$ cat src/twm_cfg.svh
// Offsets, field positions, reset values and timing counts of the two-wire master receiver
`ifndef TWM_CFG_SVH
`define TWM_CFG_SVH
`define OFF_DATA 12'h000
`define OFF_STATUS 12'h004
`define OFF_CONTROL 12'h008
`define OFF_IRQ_STAT 12'h00c
`define OFF_IRQ_MASK 12'h010
`define OFF_DIV 12'h014
`define CTL_STEP_DONE 7
`define CTL_ACK_EN 6
`define CTL_START 5
`define CTL_STOP 4
`define CTL_ENABLE 2
`define ST_START 8'h08
`define ST_RSTART 8'h10
`define ST_MT_ADDR_ACK 8'h18
`define ST_MT_ADDR_NACK 8'h20
`define ST_ARB_LOST 8'h38
`define ST_ADDR_ACK 8'h40
`define ST_ADDR_NACK 8'h48
`define ST_DATA_ACK 8'h50
`define ST_DATA_NACK 8'h58
`define ST_IDLE 8'hf8
`define DIV_RESET 16'h0032
`endif

$ cat src/twm_pkg.sv
// Types used by the two-wire master receiver sequencer file
package twm_pkg;
   typedef struct packed
   {
      logic step_done;
      logic ack_enable;
      logic start_req;
      logic stop_req;
      logic enable;
   } ctl_t;
   typedef enum logic [7:0]
   {
      S_IDLE = 8'h01,
      S_START = 8'h02,
      S_WAIT_SW = 8'h04,
      S_BYTE = 8'h08,
      S_ACK = 8'h10,
      S_STOP = 8'h20,
      S_WAIT_FREE = 8'h40,
      S_RSTART = 8'h80
   } state_t;
endpackage

$ cat src/twm_shift.sv
// Eight-bit shifter of the bus byte; software reads the shift store itself
module twm_shift
(
   input wire logic pclk,
   input wire logic presetn,
   input wire logic ce,
   input wire logic load,
   input wire logic [7:0] load_val,
   input wire logic shift,
   input wire logic in_bit,
   output logic [7:0] q
);
   // One store: loaded by software, shifted on each sampled bus bit
   always_ff @(posedge pclk or negedge presetn)
   begin
      if (!presetn)
         q <= 8'h00;
      else if (ce && load)
         q <= load_val;
      else if (ce && shift)
         q <= {q[6:0], in_bit};
   end
endmodule // twm_shift

$ cat src/twm_master_rx.sv
// Two-wire master receiver sequencer with an APB register file
//////////////////////////////////////////////////////////////////////////////
//////////////////////////////////////////////////////////////////////////////
//
// Design decisions made here: the placing of the registers and the APB interface to the registers.
`include "twm_cfg.svh"
module twm_master_rx
(
   input wire logic pclk,
   input wire logic presetn,
   input wire logic ce,
   input wire logic psel,
   input wire logic penable,
   input wire logic pwrite,
   input wire logic [11:0] paddr,
   input wire logic [31:0] pwdata,
   output logic [31:0] prdata,
   output logic pready,
   output logic pslverr,
   input wire logic scl_in,
   output logic scl_out,
   output logic scl_oe,
   input wire logic sda_in,
   output logic sda_out,
   output logic sda_oe,
   output logic irq
);
   //////////////////////////////////////////////////////////////////////////
   // Pin synchronisers: second stage is the only reader of the first
   logic scl_m_r, scl_s_r, sda_m_r, sda_s_r, scl_d_r, sda_d_r;
   always_ff @(posedge pclk or negedge presetn)
   begin
      if (!presetn)
      begin
         scl_m_r <= 1'b1;
         scl_s_r <= 1'b1;
         sda_m_r <= 1'b1;
         sda_s_r <= 1'b1;
         scl_d_r <= 1'b1;
         sda_d_r <= 1'b1;
      end
      else if (ce)
      begin
         scl_m_r <= scl_in;
         scl_s_r <= scl_m_r;
         sda_m_r <= sda_in;
         sda_s_r <= sda_m_r;
         scl_d_r <= scl_s_r;
         sda_d_r <= sda_s_r;
      end
   end

   // Bus free/busy tracking from start and stop seen on the wires
   wire start_seen = scl_s_r && scl_d_r && sda_d_r && !sda_s_r;
   wire stop_seen = scl_s_r && scl_d_r && !sda_d_r && sda_s_r;
   wire scl_rise = scl_s_r && !scl_d_r;
   logic busy_r;
   always_ff @(posedge pclk or negedge presetn)
   begin
      if (!presetn)
         busy_r <= 1'b0;
      else if (ce && start_seen)
         busy_r <= 1'b1;
      else if (ce && stop_seen)
         busy_r <= 1'b0;
   end

   //////////////////////////////////////////////////////////////////////////
   // Registers
   twm_pkg::ctl_t ctl_r;
   twm_pkg::state_t st_r, st_nxt;
   logic [7:0] status_r, status_nxt;
   logic [7:0] irq_stat_r, irq_mask_r;
   logic [15:0] div_r, cnt_r;
   logic [1:0] ph_r;
   logic [3:0] bit_r;
   logic rx_mode_r, lost_r, ack_bit_r, restart_after_stop_r;
   logic [7:0] shreg;

   // APB decode
   wire acc = psel && penable && ce;
   wire wr = acc && pwrite;
   wire rd = acc && !pwrite;
   wire hit_data = paddr == `OFF_DATA;
   wire hit_stat = paddr == `OFF_STATUS;
   wire hit_ctl = paddr == `OFF_CONTROL;
   wire hit_istat = paddr == `OFF_IRQ_STAT;
   wire hit_imask = paddr == `OFF_IRQ_MASK;
   wire hit_div = paddr == `OFF_DIV;
   wire mapped = hit_data | hit_stat | hit_ctl | hit_istat | hit_imask | hit_div;
   wire ctl_wr = wr && hit_ctl;
   wire flag_clear = ctl_wr && pwdata[`CTL_STEP_DONE];
   wire [31:0] ctl_word = {24'h000000, ctl_r.step_done, ctl_r.ack_enable, ctl_r.start_req,
      ctl_r.stop_req, 1'b0, ctl_r.enable, 2'b00};
   wire [31:0] rd_mux = hit_data ? {24'h000000, shreg} :
      hit_stat ? {24'h000000, status_r[7:3], 3'b000} :
      hit_ctl ? ctl_word :
      hit_istat ? {24'h000000, irq_stat_r} :
      hit_imask ? {24'h000000, irq_mask_r} :
      hit_div ? {16'h0000, div_r} : 32'h00000000;

   // Bus slave answers in the access cycle; unmapped addresses give an error
   always_ff @(posedge pclk or negedge presetn)
   begin
      if (!presetn)
      begin
         prdata <= 32'h00000000;
         pslverr <= 1'b0;
         pready <= 1'b0;
      end
      else if (ce)
      begin
         pready <= psel && !penable;
         pslverr <= psel && !penable && !mapped;
         prdata <= (psel && !penable && !pwrite) ? rd_mux : prdata;
      end
   end

   //////////////////////////////////////////////////////////////////////////
   // Bit timing: quarter-period ticks while the bus clock may run
   wire stalled = ctl_r.step_done || st_r == twm_pkg::S_IDLE || st_r == twm_pkg::S_WAIT_SW;
   wire tick = (cnt_r == 16'h0000) && !stalled;
   // Clock stretching: a slave holding the clock low stops the phase counter
   wire stretch = ph_r == 2'd2 && !scl_s_r && scl_out;
   always_ff @(posedge pclk or negedge presetn)
   begin
      if (!presetn)
         cnt_r <= `DIV_RESET;
      else if (ce)
         cnt_r <= (cnt_r == 16'h0000 || stalled) ? div_r : (stretch ? cnt_r : cnt_r - 16'h0001);
   end

   // Bit sequencer
   wire last_bit = bit_r == 4'd7;
   wire addr_read = shreg[0];
   wire arb_lose = tick && ph_r == 2'd2 && sda_out && !sda_s_r && st_r == twm_pkg::S_BYTE && !rx_mode_r;
   always_comb
   begin
      st_nxt = st_r;
      status_nxt = status_r;
      unique case (st_r)
         twm_pkg::S_IDLE:
            if (ctl_r.enable && ctl_r.start_req && !ctl_r.step_done)
               st_nxt = busy_r ? twm_pkg::S_WAIT_FREE : twm_pkg::S_START;
         twm_pkg::S_WAIT_FREE:
            if (!busy_r)
               st_nxt = twm_pkg::S_START;
         twm_pkg::S_START, twm_pkg::S_RSTART:
            if (tick && ph_r == 2'd3)
            begin
               st_nxt = twm_pkg::S_WAIT_SW;
               status_nxt = st_r == twm_pkg::S_START ? `ST_START : `ST_RSTART;
            end
         twm_pkg::S_BYTE:
            if (arb_lose)
            begin
               st_nxt = twm_pkg::S_WAIT_SW;
               status_nxt = `ST_ARB_LOST;
            end
            else if (tick && ph_r == 2'd3 && last_bit)
               st_nxt = twm_pkg::S_ACK;
         twm_pkg::S_ACK:
            if (tick && ph_r == 2'd3)
            begin
               st_nxt = twm_pkg::S_WAIT_SW;
               if (!rx_mode_r)
               begin
                  if (addr_read)
                     status_nxt = ack_bit_r ? `ST_ADDR_NACK : `ST_ADDR_ACK;
                  else
                     status_nxt = ack_bit_r ? `ST_MT_ADDR_NACK : `ST_MT_ADDR_ACK;
               end
               else
                  status_nxt = ack_bit_r ? `ST_DATA_NACK : `ST_DATA_ACK;
            end
         twm_pkg::S_STOP:
            if (tick && ph_r == 2'd3)
            begin
               st_nxt = restart_after_stop_r ? twm_pkg::S_WAIT_FREE : twm_pkg::S_IDLE;
               status_nxt = `ST_IDLE;
            end
         twm_pkg::S_WAIT_SW:
            if (!ctl_r.step_done)
            begin
               if (status_r == `ST_ARB_LOST)
                  st_nxt = ctl_r.start_req ? twm_pkg::S_WAIT_FREE : twm_pkg::S_IDLE;
               else if (ctl_r.stop_req)
                  st_nxt = twm_pkg::S_STOP;
               else if (ctl_r.start_req)
                  st_nxt = twm_pkg::S_RSTART;
               else
                  st_nxt = twm_pkg::S_BYTE;
               if (st_nxt != twm_pkg::S_WAIT_SW)
                  status_nxt = `ST_IDLE;
            end
         default:
            st_nxt = twm_pkg::S_IDLE;
      endcase
   end

   // State follows the sequencer; phase and bit counters advance on ticks
   always_ff @(posedge pclk or negedge presetn)
   begin
      if (!presetn)
      begin
         st_r <= twm_pkg::S_IDLE;
         status_r <= `ST_IDLE;
         ph_r <= 2'd0;
         bit_r <= 4'd0;
      end
      else if (ce)
      begin
         st_r <= st_nxt;
         status_r <= status_nxt;
         ph_r <= (st_nxt != st_r) ? 2'd0 : (tick && !stretch ? ph_r + 2'd1 : ph_r);
         bit_r <= (st_r == twm_pkg::S_BYTE && tick && ph_r == 2'd3) ? bit_r + 4'd1 :
            (st_r != twm_pkg::S_BYTE ? 4'd0 : bit_r);
      end
   end

   // Direction, acknowledge and restart bookkeeping
   wire addr_phase_end = st_r == twm_pkg::S_ACK && st_nxt == twm_pkg::S_WAIT_SW && !rx_mode_r;
   always_ff @(posedge pclk or negedge presetn)
   begin
      if (!presetn)
      begin
         rx_mode_r <= 1'b0;
         ack_bit_r <= 1'b1;
         lost_r <= 1'b0;
         restart_after_stop_r <= 1'b0;
      end
      else if (ce)
      begin
         if (st_r == twm_pkg::S_START || st_r == twm_pkg::S_RSTART)
            rx_mode_r <= 1'b0;
         else if (addr_phase_end && addr_read && !ack_bit_r)
            rx_mode_r <= 1'b1;
         if (st_r == twm_pkg::S_ACK && tick && ph_r == 2'd2)
            ack_bit_r <= sda_s_r;
         lost_r <= arb_lose;
         if (st_r == twm_pkg::S_WAIT_SW && st_nxt == twm_pkg::S_STOP)
            restart_after_stop_r <= ctl_r.start_req;
         else if (st_r == twm_pkg::S_STOP && st_nxt != twm_pkg::S_STOP)
            restart_after_stop_r <= 1'b0;
      end
   end

   // Data byte: software load or bus shift
   // Receive samples in the middle of the high phase; transmit moves on only at the bit's end,
   // so the data line never changes while the clock is high
   twm_shift u_shift
   (
      .pclk(pclk),
      .presetn(presetn),
      .ce(ce),
      .load(wr && hit_data && st_r == twm_pkg::S_WAIT_SW),
      .load_val(pwdata[7:0]),
      .shift(st_r == twm_pkg::S_BYTE && tick && ph_r == (rx_mode_r ? 2'd2 : 2'd3) && !stretch),
      .in_bit(rx_mode_r ? sda_s_r : shreg[7]),
      .q(shreg)
   );

   //////////////////////////////////////////////////////////////////////////
   // Control register; hardware set of the step flag wins over a clear
   wire step_set = st_r != twm_pkg::S_WAIT_SW && st_nxt == twm_pkg::S_WAIT_SW;
   wire stop_done = st_r == twm_pkg::S_STOP && st_nxt != twm_pkg::S_STOP;
   always_ff @(posedge pclk or negedge presetn)
   begin
      if (!presetn)
         ctl_r <= '0;
      else if (ce)
      begin
         if (ctl_wr)
         begin
            ctl_r.ack_enable <= pwdata[`CTL_ACK_EN];
            ctl_r.start_req <= pwdata[`CTL_START];
            ctl_r.enable <= pwdata[`CTL_ENABLE];
         end
         if (stop_done)
            ctl_r.stop_req <= 1'b0;
         else if (ctl_wr)
            ctl_r.stop_req <= pwdata[`CTL_STOP];
         if (step_set)
            ctl_r.step_done <= 1'b1;
         else if (flag_clear)
            ctl_r.step_done <= 1'b0;
         if (st_r == twm_pkg::S_START && !ctl_wr)
            ctl_r.start_req <= 1'b0;
      end
   end

   // Interrupt status: bit0 step done, bit1 arbitration lost, bit2 stop sent
   wire istat_rd = rd && hit_istat;
   wire [7:0] ev = {5'b00000, stop_done, lost_r, step_set};
   always_ff @(posedge pclk or negedge presetn)
   begin
      if (!presetn)
      begin
         irq_stat_r <= 8'h00;
         irq_mask_r <= 8'h00;
         div_r <= `DIV_RESET;
         irq <= 1'b0;
      end
      else if (ce)
      begin
         irq_stat_r <= (istat_rd ? 8'h00 : irq_stat_r) | ev;
         if (wr && hit_imask)
            irq_mask_r <= pwdata[7:0];
         if (wr && hit_div)
            div_r <= pwdata[15:0];
         irq <= |(((istat_rd ? 8'h00 : irq_stat_r) | ev) & irq_mask_r);
      end
   end

   //////////////////////////////////////////////////////////////////////////
   // Pin drive: open drain, enable high while pulling low
   logic scl_lo, sda_lo;
   always_comb
   begin
      scl_lo = 1'b0;
      sda_lo = 1'b0;
      unique case (st_r)
         twm_pkg::S_START:
         begin
            sda_lo = ph_r >= 2'd1;
            scl_lo = ph_r == 2'd3;
         end
         twm_pkg::S_RSTART:
         begin
            scl_lo = ph_r == 2'd0;
            sda_lo = ph_r >= 2'd2;
         end
         twm_pkg::S_BYTE:
         begin
            scl_lo = ph_r < 2'd2;
            sda_lo = !rx_mode_r && !shreg[7];
         end
         twm_pkg::S_ACK:
         begin
            scl_lo = ph_r < 2'd2;
            sda_lo = rx_mode_r && ctl_r.ack_enable;
         end
         twm_pkg::S_STOP:
         begin
            scl_lo = ph_r == 2'd0;
            sda_lo = ph_r < 2'd3;
         end
         twm_pkg::S_WAIT_SW:
            scl_lo = status_r != `ST_ARB_LOST;
         default:
         begin
            scl_lo = 1'b0;
            sda_lo = 1'b0;
         end
      endcase
   end

   // Data drive lags the clock drive by one cycle: hold time after every clock fall
   logic sda_lo_r;
   always_ff @(posedge pclk or negedge presetn)
   begin
      if (!presetn)
      begin
         scl_oe <= 1'b0;
         sda_oe <= 1'b0;
         scl_out <= 1'b1;
         sda_out <= 1'b1;
         sda_lo_r <= 1'b0;
      end
      else if (ce)
      begin
         scl_oe <= scl_lo;
         sda_lo_r <= sda_lo;
         sda_oe <= sda_lo_r;
         scl_out <= !scl_lo;
         sda_out <= !sda_lo_r;
      end
   end
endmodule // twm_master_rx

$ cat config.mk
export PLATFORM = sky130hd
export DESIGN_NAME = twm_master_rx
export DESIGN_NICKNAME = d
export VERILOG_FILES = /design/src/twm_pkg.sv /design/src/twm_shift.sv /design/src/twm_master_rx.sv
export VERILOG_INCLUDE_DIRS = /design/src
export SDC_FILE = /design/constraint.sdc
export NUM_CORES = 1
export LEC_CHECK = 0
export BUFFER_PORTS_ARGS = -buffer_cell sky130_fd_sc_hd__buf_2
export CELL_PAD_IN_SITES_DETAIL_PLACEMENT = 1
export CELL_PAD_IN_SITES_GLOBAL_PLACEMENT = 1
export CORE_ASPECT_RATIO = 2
export CORE_MARGIN = 4
export CORE_UTILIZATION = 45
export DETAILED_ROUTE_END_ITERATION = 6
export GPL_TIMING_DRIVEN = 1
export PLACE_DENSITY_LB_ADDON = 0.1
export RECOVER_POWER = 25
export SYNTH_ARGS = -nofsm -noshare
export SYNTH_HDL_FRONTEND = slang
export SYNTH_SLANG_ARGS = --single-unit
$ cat constraint.sdc
create_clock -name pclk -period 2.8 [get_ports pclk]
set_clock_uncertainty 0.05 [all_clocks]
set_input_delay 0.42 -clock pclk [delete_from_list [all_inputs] [get_ports pclk]]
set_output_delay 0.42 -clock pclk [all_outputs]
set_load 0.005 [all_outputs]
After elaboration in Yosys (flattened, before gate mapping)
Index checks and enable logic that the tools add are counted.
W data, S select, Z words.
{"block": "classes", "eq_ne": 33, "mux": 60, "bitwise_logic": 7, "add_sub_neg": 3, "n_reduce_logical": 103, "magnitude_cmp": 4}
{"operator": "$mux W8", "count": 22}
{"operator": "$mux W16", "count": 8}
{"operator": "$logic_and A1 B1 Y1", "count": 52}
{"operator": "$pmux W8 S6", "count": 1}
{"operator": "$pmux W8 S5", "count": 1}
{"operator": "$mux W7", "count": 4}
{"operator": "$reduce_and A2 Y1", "count": 13}
{"operator": "$eq A12 B4 Y1 const B", "count": 2}
{"operator": "$eq A12 B5 Y1 const B", "count": 2}
{"operator": "$eq A8 B6 Y1 const B", "count": 3}
{"operator": "$reduce_bool A2 Y1", "count": 9}
{"operator": "$eq A8 B3 Y1 const B", "count": 2}
{"operator": "$logic_not A16 Y1", "count": 1}
{"operator": "$mux W4", "count": 4}
{"operator": "$ne A8 B3 Y1 const B", "count": 2}
{"operator": "$ne A8 B6 Y1 const B", "count": 2}
{"operator": "$sub A16 B1 Y16 const B", "count": 1}
{"operator": "$logic_not A1 Y1", "count": 15}
{"operator": "$mux W1", "count": 14}
{"operator": "$eq A12 B3 Y1 const B", "count": 1}
{"operator": "$logic_not A12 Y1", "count": 1}
{"operator": "$ne A2 B2 Y1 const B", "count": 6}
{"operator": "$and A8 B8 Y8", "count": 1}
{"operator": "$eq A8 B1 Y1 const B", "count": 1}
{"operator": "other kinds (30)", "count": 42}
{"block": "word_totals", "input_bits": 52, "reg_bits": 134, "elab_cells": 244, "output_inout_bits": 39}

Longest topological paths before layout
{"block": "depth", "ltp_word": 19, "ltp_mapped": 9, "depth_no_buf": 8}

Hierarchy
A second synthesis with hierarchy kept.
{"block": "unflattened", "hier_cells": 702, "hier_area_um2": 6507.5}
{"mod": "twm_master_rx", "seq_area_each_um2": 2703.8, "area_per_inst_um2": 6088.3, "cells_each": 660, "n_inst": 1}
{"mod": "twm_shift", "seq_area_each_um2": 200.2, "area_per_inst_um2": 419.2, "cells_each": 42, "n_inst": 1}

Worst setup path after synthesis
No wires, ideal clock.
{"block": "synth_path", "kind": "in2reg", "startpoint": "input port paddr[9]", "endpoint": "register ctl_r[0] (netlist bit)", "required_ps": 2625, "setup_time_ps": 125, "path_slack_ps": 261, "arrival_ps": 2364, "n_path_buf": 1, "cell_stages": 6, "cell_sequence": "or4_4 or4_4 nor3b_4 nor2b_1 buf_2 mux2_2"}
{"block": "synth_via", "elab_chain_len": 3}
{"item": "from (decl)", "line_no": "twm_master_rx.sv:15", "text": "input wire logic [11:0] paddr,"}
{"item": "$eq A12 B4 Y1 (no line)"}
{"item": "$logic_and A1 B1 Y1", "line_no": "twm_master_rx.sv:91", "text": "wire ctl_wr = wr && hit_ctl;"}
{"item": "$reduce_and A2 Y1 (no line)"}
{"item": "to (decl)", "line_no": "twm_master_rx.sv:70", "text": "twm_pkg::ctl_t ctl_r;"}
No other way between the ends.
A chain may end at the register's enable or synchronous reset.

Final worst setup path
{"block": "layout_path", "startpoint": "register cnt_r[0]", "endpoint": "register st_r[0]"}
{"block": "layout_via", "elab_chain_len": 9, "elab_cells_between_ends": 14, "classes_between": "5 x mux; 9 x reduce/logical"}
{"item": "from (decl)", "line_no": "twm_master_rx.sv:74", "text": "logic [15:0] div_r, cnt_r;"}
{"item": "from (signal assigned)", "line_no": "twm_master_rx.sv:128", "text": "cnt_r <= `DIV_RESET;"}
{"item": "from (signal assigned)", "line_no": "twm_master_rx.sv:130", "text": "cnt_r <= (cnt_r == 16'h0000 || stalled) ? div_r : (stretch ? cnt_r : cnt_r - 16'h0001);"}
{"item": "$logic_not A16 Y1 (*)", "line_no": "twm_master_rx.sv:122", "text": "wire tick = (cnt_r == 16'h0000) && !stalled;"}
{"item": "$logic_and A1 B1 Y1 (*)", "line_no": "twm_master_rx.sv:122"}
{"item": "$logic_and A1 B1 Y1 (5 in a row)", "line_no": "twm_master_rx.sv:136", "text": "wire arb_lose = tick && ph_r == 2'd2 && sda_out && !sda_s_r && st_r == twm_pkg::S_BYTE && !rx_mode_r;"}
{"item": "$mux W8", "line_no": "twm_master_rx.sv:155", "text": "if (arb_lose)"}
{"item": "$pmux W8 S6 (*)", "line_no": "twm_master_rx.sv:141", "text": "unique case (st_r)"}
{"item": "to (signal assigned)", "line_no": "twm_master_rx.sv:206", "text": "st_r <= twm_pkg::S_IDLE;"}
{"item": "to (signal assigned)", "line_no": "twm_master_rx.sv:213", "text": "st_r <= st_nxt;"}
{"item": "to (decl)", "line_no": "twm_master_rx.sv:71", "text": "twm_pkg::state_t st_r, st_nxt;"}
Every way passes the cells marked *; elsewhere a longest branch is shown, timed or not.

==> summary.md <==
| Metric | Value |
|---|---|
| Top Usage Layer GRT | `met2` |
| Worst path required time | `between 3 and 4 ns` |
| First-pass GRT wire length | `33,700 µm` |
| Final HPWL DP | `16,300 µm` |
| Synthesized-area fraction occupied by adder cells | `1.55%` |
| XOR/XNOR Fraction of Synth Area | `0.949%` |
| Met2 Use GR | `slightly above 50%` |
| Initial Util | `between 40 and 50%` |
| Via count | `roughly 5,700` |
| Async SR Flop Fraction | `100%` |
| Top delay family on crit path | `simple AND/OR/NAND/NOR gates` |
| Worst Path Arrival | `2.94 ns` |
| Max-cap violation count | `0` |
| Largest net degree at the start of global routing | `52` |
| RSZ-0062 raised after global routing | `no` |
| Crit start category | `flop` |
| Number of nets with antenna violations after routing | `0` |
| Yosys Warn Count | `0` |
| Slew Viols, Final | `0` |
| IO Port Bufs | `58` |
| H-tree depth | `4` |
| Global router's overall resource usage | `27.0%` |
| Netlist cell types | `78` |
| DRT iter0 DRCs | `between 200 and 250` |
| Main synth FF type | `dfrtp_1` |
| GPL Wtd Cong | `0.904` |
| Slowest CP cell | `a2111oi_1` |
| Cell taking the most area after synthesis | `dfrtp_1` |
| Final Cycle Share | `94.4%` |
| Worst hold path type | `input port to flop` |
| VDD IR-drop max | `0.440 mV` |
| Top Ports | `91` |
| Worst-path clk slew | `0.05 ns` |
| Post-Synth Simple-Gate Area | `19.9%` |
| Synth area leaders | `dfrtp_1, dfstp_2, mux2_2` |
| Gr ovfl total | `0` |
| Crit. End Element | `flop` |
| Total power | `~4400 µW` |
| Post-synth EDFFs | `0` |
| Slew HR | `a little under an eighth` |
| Fin Setup TNS | `0 ns` |
| # rows | `61` |
| Outcome | `complete, no violations` |
| Top-area cell type share of the netlist area | `a little over a third` |
| CP max stage delay | `0.43 ns` |
| Clock latency on the worst-skew pair | `0.41 ns` |
| Met1 usage | `about a quarter` |
| Initial antenna violation count | `0` |
| Synthesis-stage register bit count | `115` |
| CTS Buf Count | `17` |
| Post-synthesis mux area share | `under 10%` |
| WHS | `0.192 ns` |
| Avg WL per Cell | `22.1 µm` |
| TritonCTS clock tree | `yes` |
| Post-DR vias/cell | `5.95` |
| Post-Syn Area | `6460 µm²` |
| Compound-cell area share of the yosys netlist | `18.0%` |
| Die Span X | `between 90 and 100 µm` |
| Min cycle time layout | `between 2 and 3 ns` |
| CTS root buffer | `clkbuf_16` |
| Vias in the first global route | `6,233` |
| Core area | `~14,000 µm²` |
| Fin nets | `813` |
| Pwr dens | `574 nW/µm²` |
| Crit path cell chain | `inv_1 > ha_1 > nor4b_2 > nand4_1 > buf_4 > a2111oi_1 > buf_4 > nand2_1 > nor2_1 > o32a_1` |
| Leakage Power | `~0.0033 µW` |
| Syn Inst Count | `between 600 and 700` |
| M3 GR Usage | `3.65%` |
| Largest family of logic cells by synthesized area | `simple AND/OR/NAND/NOR gates` |
| Routed Wire Length | `21,100 µm` |
| Placed cell count | `922` |
| Post-CTS Setup Inserts | `0` |
| Avg Synthesized Cell Area | `9.73 µm²` |
| First drt pass iteration count | `4` |
| Setup violators final | `0` |
| Non-filler cells, final | `955` |
| Layout cell share with drive strength beyond 1 | `27.7%` |
| Crit-path max FO | `5` |
| Clock Sinks | `115` |
| Layout area overhead | `19.0%` |
| DR DRC count | `0` |
| Slew at the pin with the worst max-slew slack | `about 1.3 ns` |
| Worst path bufs/invs | `3` |
| Clock Path Buffers | `2` |
| Post-synthesis sequential area ratio | `44.9%` |
| Setup Crit Path Kind | `flop to flop` |
| Crit-path most repeated cell | `buf_4` |
| Fillers | `about 1,600` |
| Fmax | `0.378 GHz` |
| Die Ht | `177 µm` |
| Diode count | `0` |
| DIE AREA | `16,500 µm²` |
| Hold Vio Cnt, Final | `0` |
## placed cells by master, fill, tap and decap left out, types with 6 or more instances in the layout
| cell type | synthesis | routed |
|---|---|---|
| clkinv_2 | 0 | 6 |
| nand3b_1 | 7 | 7 |
| buf_4 | 19 | 41 |
| nor4_1 | 8 | 8 |
| dfrtp_1 | 94 | 94 |
| a221oi_1 | 6 | 6 |
| o21ai_1 | 10 | 10 |
| conb_1 | 1 | 16 |
| nand3_1 | 15 | 15 |
| clkbuf_16 | 0 | 17 |
| nor3_1 | 10 | 10 |
| a21oi_1 | 44 | 44 |
| mux2i_1 | 16 | 16 |
| nor2_1 | 57 | 56 |
| buf_2 | 7 | 56 |
| a31oi_1 | 14 | 14 |
| a22oi_1 | 8 | 8 |
| o21ai_0 | 46 | 46 |
| nand2_1 | 68 | 68 |
| dfstp_2 | 21 | 21 |
| mux2_2 | 37 | 37 |
| ha_1 | 8 | 8 |
| nand4_1 | 9 | 9 |
| inv_1 | 19 | 19 |
| clkbuf_1 | 17 | 7 |
## per-stage QoR
step	utilization [%]	instance area, µm²	setup slack, ns
floorplan	-	6520	0.261
global placement	51.2	7150	0.0159
detailed placement	51.2	7150	-0.0962
CTS	55.2	7710	0.0571
global route	55.1	7690	0.0327
finish	55.1	7690	0.158
## state kept, by name (all words and copies together) (netlist names), 2 cells and up
name and cells:
status_r 5, u_shift.q 8, prdata 16, cnt_r 16, ph_r 2, bit_r 4, irq_mask_r 8, ctl_r 5
st_r 8, div_r 16, irq_stat_r 8
## cells by family (layout without fill, tap and decap cells)
logic type	count (synthesis)	count (layout)
adders and majority gates	8	8
muxes	54	54
and+or+nand+nor	232	232
xor gates and xnor gates	7	7
DFF	115	115
AOI/OAI and AO/OA	178	178
buffers and inverters	69	156
other	1	16
## repair_timing
item,in CTS,in global routing
gates cloned,0,0
gates resized for setup,1,1
endpoints found under the setup margin,4,6
hold buffers,1,0
hold endpoints to repair,36,0
## routing by layer
layer	part of all wire, %	vias up
li1	-	2584
met1	35	2860
met2	55	154
met3	2.6	82
met4	8.1	0
met5	0	-
## layout make-up
| cell class | instances | area (µm²) | area share (%) |
|---|---|---|---|
| Clock buffer | 25 | 485 | 6.31 |
| Clock inverter | 7 | 60.1 | 0.781 |
| Inverter | 20 | 75.1 | 0.976 |
| Multi-Input combinational cell | 495 | 3270 | 42.6 |
| Sequential cell | 115 | 2900 | 37.7 |
| Tap cell | 189 | 236 | 3.07 |
| Timing Repair Buffer | 104 | 658 | 8.55 |
## cells in the mapped netlist, drive strengths merged (3+ instances only)
master	number
a21o	4
a21oi	44
a221oi	6
a22oi	8
a31oi	14
and2	6
and3	5
and4	4
and4b	3
buf	31
clkbuf	18
dfrtp	94
dfstp	21
ha	8
inv	19
mux2	38
mux2i	16
nand2	68
nand2b	5
nand3	15
nand3b	7
nand4	9
nand4b	3
nor2	58
nor2b	3
nor3	11
nor3b	6
nor4	13
o21a	5
o21ai	56
o22a	5
o22ai	5
o2bb2ai	5
o31ai	4
or3	3
or4	5
xnor2	4
xor2	3
## final timing paths
kind | slack, ns | start | depth (start not counted) | to
max | 0.16 | cnt_r[0]$_DFFE_PN0P_ | 10 | st_r[0]$_DFFE_PN1P_
min | 0.19 | pwdata[15] | 2 | div_r[15]$_DFFE_PN0P_
max reg2reg | 0.16 | cnt_r[0]$_DFFE_PN0P_ | 10 | st_r[0]$_DFFE_PN1P_
min reg2reg | 0.40 | sda_lo_r$_DFFE_PN0P_ | 1 | sda_out$_DFFE_PN1P_
max in group asynchronous | 0.67 | presetn | 3 | st_r[3]$_DFFE_PN0P_
min in group asynchronous | 0.68 | presetn | 2 | prdata[4]$_DFFE_PN0P_
## where the power goes
group / switching [µW] / internal, µW
clock network: 742 / 1280
logic: 281 / 206
registers: 106 / 1800
total: 1130 / 3290
Note: power is estimated with default switching activity, not from simulation.
